## src/rtl/smi_pkg.sv

```systemverilog
package smi_pkg;

	// Clock and timing
	localparam int CLK_PERIOD_NS   = 4;
	localparam int SLEEP_ENTRY_NS  = 100000;
	localparam int SLEEP_ENTRY_CYC = (SLEEP_ENTRY_NS + CLK_PERIOD_NS - 1) / CLK_PERIOD_NS;
	localparam int WAKE_MAX_NS     = 10000000;
	localparam int WAKE_MAX_CYC    = WAKE_MAX_NS / CLK_PERIOD_NS;
	localparam int CNT_W           = 22;

	// Register map, byte addresses
	localparam logic [11:0] ADDR_CTRL       = 12'h000;
	localparam logic [11:0] ADDR_STATUS     = 12'h004;
	localparam logic [11:0] ADDR_IRQ_STATUS = 12'h008;
	localparam logic [11:0] ADDR_IRQ_CLEAR  = 12'h00c;
	localparam logic [11:0] ADDR_IRQ_ENABLE = 12'h010;

	// Control fields
	localparam int          CTRL_STEP_HOLD_BIT = 0;
	localparam logic        CTRL_RESET         = 1'h0;

	// Status fields
	localparam int STAT_INDEX_LSB  = 0;
	localparam int STAT_STATE_LSB  = 8;
	localparam int STAT_FAULT_BIT  = 10;
	localparam int STAT_MODE_LSB   = 11;
	localparam int STAT_BRIDGE_BIT = 14;

	// Interrupt events
	localparam int          IRQ_W         = 4;
	localparam int          EV_STEP       = 0;
	localparam int          EV_FAULT      = 1;
	localparam int          EV_SLEEP      = 2;
	localparam int          EV_WAKE       = 3;
	localparam logic [3:0]  IRQ_RESET     = 4'h0;

	// Angle table
	localparam int          IDX_W         = 7;
	localparam logic [6:0]  IDX_RESET     = 7'h00;
	localparam logic [6:0]  FULL_OFFSET   = 7'h10;
	localparam logic [4:0]  DIAG_POS      = 5'h10;
	localparam logic [6:0]  PCT_FULL      = 7'h64;
	localparam logic [6:0]  PCT_FULL_INIT = 7'h46;

	// Resolution codes, {bit0, bit1, bit2}
	typedef enum logic [2:0]
	{
		RES_FULL    = 3'b000,
		RES_HALF_A  = 3'b001,
		RES_HALF_B  = 3'b010,
		RES_QUARTER = 3'b011,
		RES_EIGHTH  = 3'b100,
		RES_SIXTEEN = 3'b101,
		RES_32_A    = 3'b110,
		RES_32_B    = 3'b111
	} smi_res_e;

	typedef enum logic [1:0]
	{
		ST_RUN   = 2'b00,
		ST_ENTER = 2'b01,
		ST_SLEEP = 2'b10,
		ST_WAKE  = 2'b11
	} smi_state_e;

endpackage

```

## src/rtl/smi_sine_rom.sv

```systemverilog
`timescale 1ns/1ps
module smi_sine_rom
	import smi_pkg::*;
(
	input  wire logic [5:0] k,
	output logic      [6:0] mag
);

	// Cosine magnitude in percent over a quarter cycle, k in 0..32
	always_comb
	begin
		unique case (k)
			6'h00, 6'h01, 6'h02: mag = 7'h64;
			6'h03: mag = 7'h63;
			6'h04: mag = 7'h62;
			6'h05: mag = 7'h61;
			6'h06: mag = 7'h60;
			6'h07: mag = 7'h5e;
			6'h08: mag = 7'h5c;
			6'h09: mag = 7'h5a;
			6'h0a: mag = 7'h58;
			6'h0b: mag = 7'h56;
			6'h0c: mag = 7'h53;
			6'h0d: mag = 7'h50;
			6'h0e: mag = 7'h4d;
			6'h0f: mag = 7'h4a;
			6'h10: mag = 7'h47;
			6'h11: mag = 7'h43;
			6'h12: mag = 7'h3f;
			6'h13: mag = 7'h3c;
			6'h14: mag = 7'h38;
			6'h15: mag = 7'h33;
			6'h16: mag = 7'h2f;
			6'h17: mag = 7'h2b;
			6'h18: mag = 7'h26;
			6'h19: mag = 7'h22;
			6'h1a: mag = 7'h1d;
			6'h1b: mag = 7'h18;
			6'h1c: mag = 7'h14;
			6'h1d: mag = 7'h0f;
			6'h1e: mag = 7'h0a;
			6'h1f: mag = 7'h05;
			default: mag = 7'h00;
		endcase
	end

endmodule

```

## src/rtl/smi_indexer.sv

```systemverilog
`timescale 1ns/1ps
// Operation
// RULE_01: Fault shutdown held until sleep cycle
// RULE_02: Sleep entered 100 us after input low
// RULE_03: Normal operation within 10 ms after wake
// RULE_04: Sleep stops charge pump and regulator
// RULE_05: Step rising edge advances the angle
// RULE_06: Step falling edge holds position
// RULE_07: Enable high turns bridge on
// RULE_08: Enable low turns bridge off
// RULE_09: Direction high forward, low reverse
// RULE_10: Codes 000, 001, 010 full, half a, half b
// RULE_11: Codes 011, 100, 101 quarter, eighth, sixteenth
// RULE_12: Codes 110 and 111 select 1/32
// RULE_13: Index maps to sine/cosine current table
// RULE_14: Full and half a diagonals at 100
// RULE_15: Step size 32 over denominator, wraps
// RULE_16: Host holds inputs stable, no sleep steps
module smi_indexer
	import smi_pkg::*;
#(
	parameter int SLEEP_CYC = SLEEP_ENTRY_CYC,
	parameter int WAKE_CYC  = WAKE_MAX_CYC
)
(
	input  wire logic        SYS_CLK,
	input  wire logic        SRST,
	input  wire logic        PSEL,
	input  wire logic        PENABLE,
	input  wire logic        PWRITE,
	input  wire logic [11:0] PADDR,
	input  wire logic [31:0] PWDATA,
	output logic      [31:0] PRDATA,
	output logic             PREADY,
	output logic             PSLVERR,
	input  wire logic        SLEEP_N,
	input  wire logic        STEP_CLK,
	input  wire logic        OUTPUT_ENABLE,
	input  wire logic        ROTATION_DIRECTION,
	input  wire logic        RESOLUTION_SEL_BIT0,
	input  wire logic        RESOLUTION_SEL_BIT1,
	input  wire logic        RESOLUTION_SEL_BIT2,
	input  wire logic        OVERTEMP_SHUTDOWN,
	input  wire logic        OVERCURRENT_SHUTDOWN,
	output logic      [7:0]  PHASE_A_PCT,
	output logic      [7:0]  PHASE_B_PCT,
	output logic      [6:0]  ANGLE_INDEX,
	output logic             BRIDGE_ON,
	output logic             CHARGE_PUMP_ON,
	output logic             LOGIC_REG_ON,
	output logic             IRQ
);

	////////////////////////////////////////////////////////////////////////////
	// Functions

	function automatic logic [6:0] step_size(input smi_res_e m);
		unique case (m)
			RES_FULL:             step_size = 7'h20;
			RES_HALF_A, RES_HALF_B: step_size = 7'h10;
			RES_QUARTER:          step_size = 7'h08;
			RES_EIGHTH:           step_size = 7'h04;
			RES_SIXTEEN:          step_size = 7'h02;
			RES_32_A, RES_32_B:   step_size = 7'h01;
		endcase
	endfunction

	// Off-grid positions snap onto the grid first, so the first step after a mode change never
	// leaves the index between table entries of the new resolution.
	function automatic logic [6:0] next_index(input logic [6:0] idx, input logic [6:0] s,
		input logic fwd, input logic [6:0] off);
		logic [6:0] rel;
		logic [6:0] base;
		rel  = 7'(idx - off);
		base = rel & ~7'(s - 7'h01);
		if (fwd)
			next_index = 7'(base + s + off);
		else if (base == rel)
			next_index = 7'(base - s + off);
		else
			next_index = 7'(base + off);
	endfunction

	function automatic logic [7:0] signed_pct(input logic [6:0] m, input logic neg);
		signed_pct = neg ? 8'(8'h00 - {1'b0, m}) : {1'b0, m};
	endfunction

	////////////////////////////////////////////////////////////////////////////
	// State

	smi_state_e       state;
	logic [CNT_W-1:0] cnt;
	logic             fault;
	logic             step_prev;
	logic [6:0]       idx;
	logic             step_hold;
	logic [3:0]       irq_status;
	logic [3:0]       irq_enable;

	////////////////////////////////////////////////////////////////////////////
	// Decode

	wire smi_res_e mode = smi_res_e'({RESOLUTION_SEL_BIT0, RESOLUTION_SEL_BIT1,
		RESOLUTION_SEL_BIT2}); // RULE_10 RULE_11 RULE_12
	wire       active     = (state == ST_RUN) || (state == ST_ENTER);
	wire       step_rise  = STEP_CLK && !step_prev; // RULE_05 RULE_06
	wire       step_take  = step_rise && active && !step_hold;
	wire       fault_in   = OVERTEMP_SHUTDOWN || OVERCURRENT_SHUTDOWN;
	wire       diag_mode  = (mode == RES_FULL) || (mode == RES_HALF_A);
	wire [6:0] grid_off   = (mode == RES_FULL) ? FULL_OFFSET : IDX_RESET;
	wire [6:0] next_idx   = step_take ? next_index(idx, step_size(mode), ROTATION_DIRECTION,
		grid_off) : idx; // RULE_09 RULE_15
	wire       ent_done   = (state == ST_ENTER) && (cnt == CNT_W'(SLEEP_CYC - 1));
	wire       wake_done  = (state == ST_WAKE) && (cnt == CNT_W'(WAKE_CYC - 1));

	////////////////////////////////////////////////////////////////////////////
	// Sleep sequencer

	smi_state_e       next_state;
	logic [CNT_W-1:0] next_cnt;

	always_comb
	begin
		next_state = state;
		next_cnt   = 22'h000000;
		unique case (state)
			ST_RUN:
				if (!SLEEP_N)
					next_state = ST_ENTER;
			ST_ENTER:
				if (SLEEP_N)
					next_state = ST_RUN;
				else if (ent_done)
					next_state = ST_SLEEP; // RULE_02
				else
					next_cnt = CNT_W'(cnt + 1'b1);
			ST_SLEEP:
				if (SLEEP_N)
					next_state = ST_WAKE;
			ST_WAKE:
				if (!SLEEP_N)
					next_state = ST_ENTER;
				else if (wake_done)
					next_state = ST_RUN; // RULE_03
				else
					next_cnt = CNT_W'(cnt + 1'b1);
		endcase
	end

	always_ff @(posedge SYS_CLK)
	begin
		if (SRST)
		begin
			state <= ST_RUN;
			cnt   <= 22'h000000;
		end
		else
		begin
			state <= next_state;
			cnt   <= next_cnt;
		end
	end

	// New detector trips win over the release in sleep
	always_ff @(posedge SYS_CLK)
	begin
		if (SRST)
			fault <= 1'b0;
		else
			fault <= (fault && (state != ST_SLEEP)) || fault_in; // RULE_01
	end

	////////////////////////////////////////////////////////////////////////////
	// Indexer and current table

	logic [4:0] r;
	logic [1:0] q;
	logic [6:0] mag_a;
	logic [6:0] mag_b;

	assign r = idx[4:0];
	assign q = idx[6:5];

	wire [5:0] k_a = q[0] ? 6'(6'h20 - {1'b0, r}) : {1'b0, r};
	wire [5:0] k_b = q[0] ? {1'b0, r} : 6'(6'h20 - {1'b0, r});

	smi_sine_rom u_rom_a
	(
		.k   (k_a),
		.mag (mag_a)
	);

	smi_sine_rom u_rom_b
	(
		.k   (k_b),
		.mag (mag_b)
	);

	wire       at_diag   = diag_mode && (r == DIAG_POS); // RULE_14
	wire       full_init = (mode == RES_FULL) && (idx == IDX_RESET); // RULE_14
	wire [6:0] eff_a     = full_init ? PCT_FULL_INIT : (at_diag ? PCT_FULL : mag_a);
	wire [6:0] eff_b     = full_init ? PCT_FULL_INIT : (at_diag ? PCT_FULL : mag_b);
	wire       neg_a     = !full_init && (q[1] ^ q[0]);
	wire       neg_b     = !full_init && q[1];
	wire [7:0] next_a    = signed_pct(eff_a, neg_a); // RULE_13
	wire [7:0] next_b    = signed_pct(eff_b, neg_b); // RULE_13

	always_ff @(posedge SYS_CLK)
	begin
		if (SRST)
		begin
			idx       <= IDX_RESET;
			step_prev <= 1'b0;
		end
		else
		begin
			idx       <= next_idx; // RULE_05
			step_prev <= STEP_CLK;
		end
	end

	// Table look-up is one cycle behind the index
	always_ff @(posedge SYS_CLK)
	begin
		if (SRST)
		begin
			PHASE_A_PCT    <= 8'h00;
			PHASE_B_PCT    <= 8'h00;
			ANGLE_INDEX    <= IDX_RESET;
			BRIDGE_ON      <= 1'b0;
			CHARGE_PUMP_ON <= 1'b1;
			LOGIC_REG_ON   <= 1'b1;
		end
		else
		begin
			PHASE_A_PCT    <= next_a;
			PHASE_B_PCT    <= next_b;
			ANGLE_INDEX    <= idx;
			BRIDGE_ON      <= OUTPUT_ENABLE && active && !fault && !fault_in; // RULE_07 RULE_08
			CHARGE_PUMP_ON <= (next_state != ST_SLEEP); // RULE_04
			LOGIC_REG_ON   <= (next_state != ST_SLEEP); // RULE_04
		end
	end

	////////////////////////////////////////////////////////////////////////////
	// APB slave, one wait state on every access

	wire        acc_req   = PSEL && PENABLE && !PREADY;
	wire        commit    = PSEL && PENABLE && PREADY;
	wire        wr_commit = commit && PWRITE;
	wire        hit_ctrl  = (PADDR == ADDR_CTRL);
	wire        hit_stat  = (PADDR == ADDR_STATUS);
	wire        hit_ists  = (PADDR == ADDR_IRQ_STATUS);
	wire        hit_iclr  = (PADDR == ADDR_IRQ_CLEAR);
	wire        hit_ien   = (PADDR == ADDR_IRQ_ENABLE);
	wire        mapped    = hit_ctrl || hit_stat || hit_ists || hit_iclr || hit_ien;
	wire [31:0] status_word = ({25'h0000000, idx} << STAT_INDEX_LSB)
		| ({30'h00000000, state} << STAT_STATE_LSB)
		| ({31'h00000000, fault} << STAT_FAULT_BIT)
		| ({29'h00000000, mode} << STAT_MODE_LSB)
		| ({31'h00000000, BRIDGE_ON} << STAT_BRIDGE_BIT);
	wire [31:0] rd_mux = hit_ctrl ? {31'h00000000, step_hold}
		: hit_stat ? status_word
		: hit_ists ? {28'h0000000, irq_status}
		: hit_ien  ? {28'h0000000, irq_enable}
		: 32'h00000000;

	always_ff @(posedge SYS_CLK)
	begin
		if (SRST)
		begin
			PREADY  <= 1'b0;
			PSLVERR <= 1'b0;
			PRDATA  <= 32'h00000000;
		end
		else
		begin
			PREADY  <= acc_req;
			PSLVERR <= acc_req && !mapped;
			PRDATA  <= (acc_req && !PWRITE) ? rd_mux : 32'h00000000;
		end
	end

	always_ff @(posedge SYS_CLK)
	begin
		if (SRST)
		begin
			step_hold  <= CTRL_RESET;
			irq_enable <= IRQ_RESET;
		end
		else
		begin
			if (wr_commit && hit_ctrl)
				step_hold <= PWDATA[CTRL_STEP_HOLD_BIT];
			if (wr_commit && hit_ien)
				irq_enable <= PWDATA[IRQ_W-1:0];
		end
	end

	////////////////////////////////////////////////////////////////////////////
	// Interrupts, a new event wins over a clear in the same cycle

	wire [3:0] events = {wake_done, ent_done, fault_in && !fault, step_take};
	wire [3:0] clr    = (wr_commit && hit_iclr) ? PWDATA[IRQ_W-1:0] : 4'h0;
	wire [3:0] next_irq_status = (irq_status & ~clr) | events;

	always_ff @(posedge SYS_CLK)
	begin
		if (SRST)
		begin
			irq_status <= IRQ_RESET;
			IRQ        <= 1'b0;
		end
		else
		begin
			irq_status <= next_irq_status;
			IRQ        <= |(next_irq_status & irq_enable);
		end
	end
endmodule

```

## config.mk

```make
export PLATFORM = sky130hd
export DESIGN_NAME = smi_indexer
export DESIGN_NICKNAME = d
export VERILOG_FILES = /design/src/rtl/smi_pkg.sv /design/src/rtl/smi_sine_rom.sv /design/src/rtl/smi_indexer.sv
export SDC_FILE = /design/constraint.sdc
export NUM_CORES = 1
export LEC_CHECK = 0
export BUFFER_PORTS_ARGS = -buffer_cell sky130_fd_sc_hd__clkbuf_2
export CAP_MARGIN = 20
export CELL_PAD_IN_SITES_DETAIL_PLACEMENT = 1
export CELL_PAD_IN_SITES_GLOBAL_PLACEMENT = 2
export CORE_MARGIN = 3
export CORE_UTILIZATION = 30
export CTS_BUF_LIST = sky130_fd_sc_hd__clkbuf_16
export DETAILED_ROUTE_END_ITERATION = 10
export PLACE_DENSITY = 0.83
export SYNTH_ARGS = -nofsm -noshare
export SYNTH_HDL_FRONTEND = slang
export SYNTH_SLANG_ARGS = --single-unit
```

## constraint.sdc

```tcl
create_clock -name SYS_CLK -period 9.3 [get_ports SYS_CLK]
set_input_delay 1.395 -clock SYS_CLK [delete_from_list [all_inputs] [get_ports SYS_CLK]]
set_output_delay 1.395 -clock SYS_CLK [all_outputs]
set_load 0.005 [all_outputs]
```

**Word level (Yosys, flattened, before mapping)**

Memories as Yosys holds them, arrays and structs flattened.
Cells that the tools add are included.
W data, S select, Z words.

- Register bits: 85
- Latch bits: 0
- Bits in writable memories: 0
- ROM bits: 496
- Output and inout bits: 61
- Memories: 3

Memories:

| name | depth | bits a word | rd ports | clocked after Yosys merged registers in | write ports | line | source |
|---|---|---|---|---|---|---|---|
| (name not given) | 32 | 7 | 1 | 0 | 0 | smi_sine_rom.sv:12 | `unique case (k)` |
| (name not given) | 32 | 7 | 1 | 0 | 0 | smi_sine_rom.sv:12 |  |
| (name not given) | 8 | 6 | 1 | 0 | 0 | smi_indexer.sv:58 | `unique case (m)` |

- Add/subtract/negate cells: 11
- Multiply operators: 0
- Div/mod/pow operators: 0
- Magnitude comparators: 0
- Equal/unequal tests: 14
- Shift-type cells: 0
- Muxes and demuxes: 30
- Bitwise operators: 14
- Reduce and logical (&&, ||, !) cells: 48

Operators by type and width:

| kind | number |
|---|---|
| $mux W22 | 4 |
| $mux W7 | 10 |
| $pmux W22 S2 | 1 |
| $eq A12 B4 Y1 const B | 2 |
| $logic_and A1 B1 Y1 | 23 |
| $add A22 B1 Y22 const B | 1 |
| $eq A22 B15 Y1 const B | 1 |
| $eq A22 B22 Y1 const B | 1 |
| $add A7 B5 Y7 | 3 |
| $sub A1 B7 Y8 const A | 2 |
| $mux W15 | 1 |
| $or A14 B15 Y15 | 1 |
| $or A11 B14 Y14 | 1 |
| $eq A12 B3 Y1 const B | 1 |
| $eq A12 B5 Y1 const B | 1 |
| $logic_not A12 Y1 | 1 |
| $mux W2 | 6 |
| $mux W4 | 3 |
| $mux W6 | 2 |
| $or A10 B11 Y11 | 1 |
| $or A7 B10 Y10 | 1 |
| $and A4 B4 Y4 | 2 |
| $logic_not A1 Y1 | 8 |
| $logic_or A1 B1 Y1 | 8 |
| other kinds (26) | 32 |

**Depth between registers and ports, before layout**

- Word-level depth: 10
- Depth in mapped cells: 18

**Modules after synthesis**

A second synthesis with hierarchy kept.

- Cell total of the unflattened synthesis: 722
- Area, all modules: 5,975.7 sq um

By module, submodules not included:

| module | times used | cells an instance | area an instance (sq um) | sequential area each (sq um) |
|---|---|---|---|---|
| smi_indexer | 1 | 596 | 4,973.5 | 1,681.6 |
| smi_sine_rom (u_rom_b) | 1 | 66 | 515.5 | 0.0 |
| smi_sine_rom (u_rom_a) | 1 | 60 | 486.7 | 0.0 |

**Worst setup path before layout**

OpenSTA, ideal clock, no wires.

- Path kind: input to register
- Start point: input RESOLUTION_SEL_BIT0
- End point: register idx[6]
- Arrival time: 4.751 ns
- Data required time: 9.166 ns
- Setup slack: 4.415 ns
- Stages: 17
- Path buffers: 2
- Cell sequence: buf_2 -> clkbuf_1 -> nand2b_1 -> inv_1 -> ha_1 -> nand3b_1 -> fa_1 -> inv_1 -> ha_1 -> o21ai_0 -> o21bai_1 -> a21oi_1 -> xnor2_1 -> nor3b_1 -> a211oi_2 -> a2111oi_0 -> or4_1

- Word-level cells in the longest chain between the ends: 8

Ends and longest elaborated chain:

| element | line | source |
|---|---|---|
| start, declared | smi_indexer.sv:40 | `input wire logic RESOLUTION_SEL_BIT0,` |
| $mem_v2 Z8 W6 / $logic_not A3 Y1 (equally long branches) | -- |  |
| $sub A7 B1 Y7 / $mux W5 (equally long branches) | smi_indexer.sv:75, smi_indexer.sv:110 |  |
| $not A7 Y7 / $sub A7 B5 Y7 (equally long branches) | smi_indexer.sv:75, smi_indexer.sv:74 |  |
| $and A7 B7 Y7 | smi_indexer.sv:75 | `base = rel & ~7'(s - 7'h01);` |
| $sub A7 B7 Y7 | smi_indexer.sv:79 | `next_index = 7'(base - s + off);` |
| $add A7 B5 Y7 | smi_indexer.sv:79 |  |
| $mux W7 | smi_indexer.sv:78 | `else if (base == rel)` |
| $mux W7 * | smi_indexer.sv:76 | `if (fwd)` |
| end signal, assigned | smi_indexer.sv:217 | `idx <= next_idx;` |
| end, declared | smi_indexer.sv:95 | `logic [6:0] idx;` |

Every way passes the cells marked *; elsewhere a longest branch is shown, timed or not.
A chain may end at the register's enable or synchronous reset.

**Worst setup path after layout**

- Start point: input RESOLUTION_SEL_BIT1
- End point: register idx[6]

- Word-level cells in the longest chain between the ends: 8

Ends and longest elaborated chain:

| element | line | source |
|---|---|---|
| start, declared | smi_indexer.sv:41 | `input wire logic RESOLUTION_SEL_BIT1,` |
| $mem_v2 Z8 W6 / $logic_not A3 Y1 (equally long branches) | -- |  |
| $sub A7 B1 Y7 / $mux W5 (equally long branches) | smi_indexer.sv:75, smi_indexer.sv:110 |  |
| $not A7 Y7 / $sub A7 B5 Y7 (equally long branches) | smi_indexer.sv:75, smi_indexer.sv:74 |  |
| $and A7 B7 Y7 | smi_indexer.sv:75 |  |
| $sub A7 B7 Y7 | smi_indexer.sv:79 |  |
| $add A7 B5 Y7 | smi_indexer.sv:79 |  |
| $mux W7 | smi_indexer.sv:78 |  |
| $mux W7 * | smi_indexer.sv:76 |  |

Marked as above.

==> summary.md <==
| Metric | Value |
|---|---|
| Status | `complete, no violations` |
| Ys Warns | `0` |
| Number of synthesized flops with an enable pin | `0` |
| Place WS | `3.77 ns` |
| P_leak | `3.02 nW` |
| Post-DRT Antenna Nets | `0` |
| Clk slew on worst S/H paths | `0.07 ns` |
| CTS resizes | `0` |
| Worst path cell trace | `clkbuf_2, inv_1, ha_1, nand2b_1, inv_1, ha_1, nand3b_1, fa_1, inv_1, ha_1, o21ai_0, o21bai_1, a21oi_1, xnor2_1, nor3b_1, a211oi_2, and3_1, or4_1` |
| MaxCap Viol Count | `0` |
| RSZ-0062 raised after global routing | `no` |
| Layout area overhead | `11.8%` |
| Setup crit start kind | `input port` |
| Clock Sinks | `84` |
| Ports | `119` |
| Setup TNS | `0 ns` |
| Worst setup EP type | `flip-flop` |
| Drt via density | `4.99` |
| H-Tree Depth | `3` |
| Layout Nets | `approximately 940` |
| Least-Margin Pin Slew | `around 0.94 ns` |
| WP buf/inv | `4` |
| Synth Cell Area | `0.00631 sq mm` |
| Num CTS Buffers | `9` |
| Port Buf Inserts | `72` |
| Worst clock skew | `between 0.007 and 0.008 ns` |
| Max stage delay on crit path | `0.50 ns` |
| Register bit total from synthesis | `84` |
| Yosys cell types | `about 80` |
| # diodes | `0` |
| CP Data Required Time | `9.52 ns` |
| Slowest cell on the critical path | `fa_1` |
| Final Hold Vio Count | `0` |
| Synth top area share | `0.267` |
| Slew headroom | `0.374` |
| Postcts setup bufs | `0` |
| 1st-pass router iterations | `4` |
| Post-layout min period | `slightly above 5 ns` |
| Post-synthesis sequential area ratio | `0.267` |
| Root buffer cell | `clkbuf_16` |
| Initial Utilization | `0.309` |
| Clk_lat worst skew | `0.34 ns` |
| Post-DP HPWL | `12800 um` |
| Largest net degree at the start of global routing | `44` |
| Final Non-Filler Cells | `between 1k and 1.5k` |
| Most common cell in the synthesized netlist | `nor2_1` |
| # setup viols final | `0` |
| Initial DRC Count | `169` |
| Delay-heaviest family, CP | `adder cells` |
| Slew Limit Fails | `0` |
| Share of cells above drive strength 1 | `0.160` |
| Core area | `0.0204 sq mm` |
| Final WL | `17200 um` |
| Die extent in x | `between 150 and 200 um` |
| Most frequent cells after synthesis | `nor2_1 (90), dfxtp_1 (84), nand2_1 (57)` |
| FFs w/ async S/R, synth | `0` |
| Cells after Synth | `approximately 770` |
| Grt total ovfl | `0` |
| WHS | `0.462 ns` |
| DR vias | `5480` |
| Main synth FF type | `dfxtp_1` |
| Post-CTS Hold Buffers | `0` |
| DP Cell Count | `1082` |
| Drc violations | `0` |
| Layout Utilization | `0.345` |
| Vias in the first global route | `~5.7k` |
| Final Cycle Share | `0.554` |
| Max clock buf depth | `2` |
| Gpl congestion | `0.823` |
| Die height | `151 um` |
| Die area | `0.0228 sq mm` |
| Power Density | `164 mW/mm^2` |
| Peak supply drop | `about 0.073 mV` |
| Syn_area_per_cell | `8.21 sq um` |
| Post-synth top area cell | `dfxtp_1` |
| HP Class | `flip-flop to flip-flop` |
| Achievable Freq | `roughly 190 MHz` |
| Worst Setup Slack, final | `4.15 ns` |
| Initial antenna violation count | `0` |
| CTS tree | `built` |
| Standard-cell rows | `52` |
| Max FO, Critical Path | `10` |
| Setup Crit Path Kind | `input port to flip-flop` |
| Arrival time worst endpoint | `5.37 ns` |
| GRT Overall Usage | `0.154` |
| Top post-synthesis cells by area | `dfxtp_1 (27%), ha_1 (11%), nor2_1 (5.4%)` |
| Wirelength per Cell | `around 16 um` |
| First-pass GRT wire length | `28600 um` |
layout by cell type, fill, tap and decap left out, types with 4 or more instances in the layout:
master | synthesis | layout
a2111oi_0 | 6 | 6
a211oi_1 | 10 | 10
a21boi_0 | 4 | 4
a21o_1 | 10 | 10
a21oi_1 | 35 | 35
a22oi_1 | 5 | 5
a31oi_1 | 6 | 6
and2_1 | 21 | 21
and3_1 | 8 | 8
buf_4 | 20 | 8
clkbuf_16 | 0 | 9
clkbuf_2 | 0 | 72
conb_1 | 1 | 18
dfxtp_1 | 84 | 84
ha_1 | 53 | 53
inv_1 | 42 | 43
mux2_2 | 4 | 4
mux2i_1 | 24 | 24
nand2_1 | 57 | 57
nand2b_1 | 11 | 11
nand3_1 | 30 | 30
nor2_1 | 90 | 90
nor2b_1 | 15 | 15
nor3_1 | 16 | 16
nor3b_1 | 9 | 9
nor4b_1 | 6 | 6
o211ai_1 | 5 | 5
o21ai_0 | 35 | 35
o22ai_1 | 4 | 4
or2_2 | 6 | 6
xnor2_1 | 20 | 20
xor2_1 | 20 | 20
per-layer routing:
metal  track usage  part of all wire  up-vias
li1              -                 -     2744
met1         0.196              0.47     2661
met2         0.274              0.50       61
met3        0.0218             0.023       14
met4        0.0390             0.013        0
met5             0                 0        -
final timing paths:
| kind | start | endpoint | slack [ns] | cells after the start |
|---|---|---|---|---|
| worst max-delay path | RESOLUTION_SEL_BIT1 | idx[6]$_SDFFE_PP0P_ | 4.15 | 18 |
| worst min-delay path | cnt[0]$_SDFF_PP0_ | cnt[0]$_SDFF_PP0_ | 0.46 | 1 |
| worst max register to register | idx[0]$_SDFFE_PP0P_ | PHASE_A_PCT[6]$_SDFF_PP0_ | 4.57 | 15 |
| worst min register to register | cnt[0]$_SDFF_PP0_ | cnt[0]$_SDFF_PP0_ | 0.46 | 1 |
worst reg2reg max path, cell delays in order, from the launching register on:
cell	delay, ns
dfxtp_1	0.31
inv_1	0.45
ha_1	0.44
mux2i_1	0.58
inv_1	0.31
ha_1	0.49
nor2b_1	0.07
o21ai_0	0.18
o2111ai_1	0.16
o211a_1	0.20
o211ai_1	0.32
nor2b_1	0.24
ha_1	0.24
nand3_1	0.08
o21ai_0	0.19
mux2_2	0.36
metrics by stage:
| stage | instance area [sq um] | power (mW) |
|---|---|---|
| global placement | 6750 | 0.793 |
| detailed placement | 6750 | 0.802 |
| global route | 7050 | 1.24 |
| floorplan | 6370 | 0.710 |
| finish | 7050 | 1.16 |
| CTS | 7050 | 1.17 |
state kept, by name, indices dropped and copies added (netlist names), 2 cells and up:
signal and flops:
irq_enable 4, irq_status 4, ANGLE_INDEX 7, PHASE_A_PCT 8
idx 7, PHASE_B_PCT 8, cnt 22, state 2
PRDATA 14
logic make-up after synthesis:
family	after synthesis	synth area share
adders and majority gates	56	0.115
other	1	0.000594
muxes	30	0.0523
AOI/OAI and AO/OA	156	0.170
DFF	84	0.267
xor gates and xnor gates	41	0.0581
and+or+nand+nor	305	0.254
buffers and inverters	96	0.0845
report_power, final:
part	total [mW]	switching [mW]	internal, mW
clock network	0.364	0.157	0.207
logic	0.392	0.229	0.163
registers	0.402	0.0184	0.384
area by class of cell:
class,instances,area (sq um)
sequential,84,1680
inverter,43,161
multi-input combinational,606,4160
clock buffer,9,225
clock inverter,7,67.6
fill,2492,13400
tap,270,338
timing repair buffer,80,420
(Power assumes the default switching activity.)
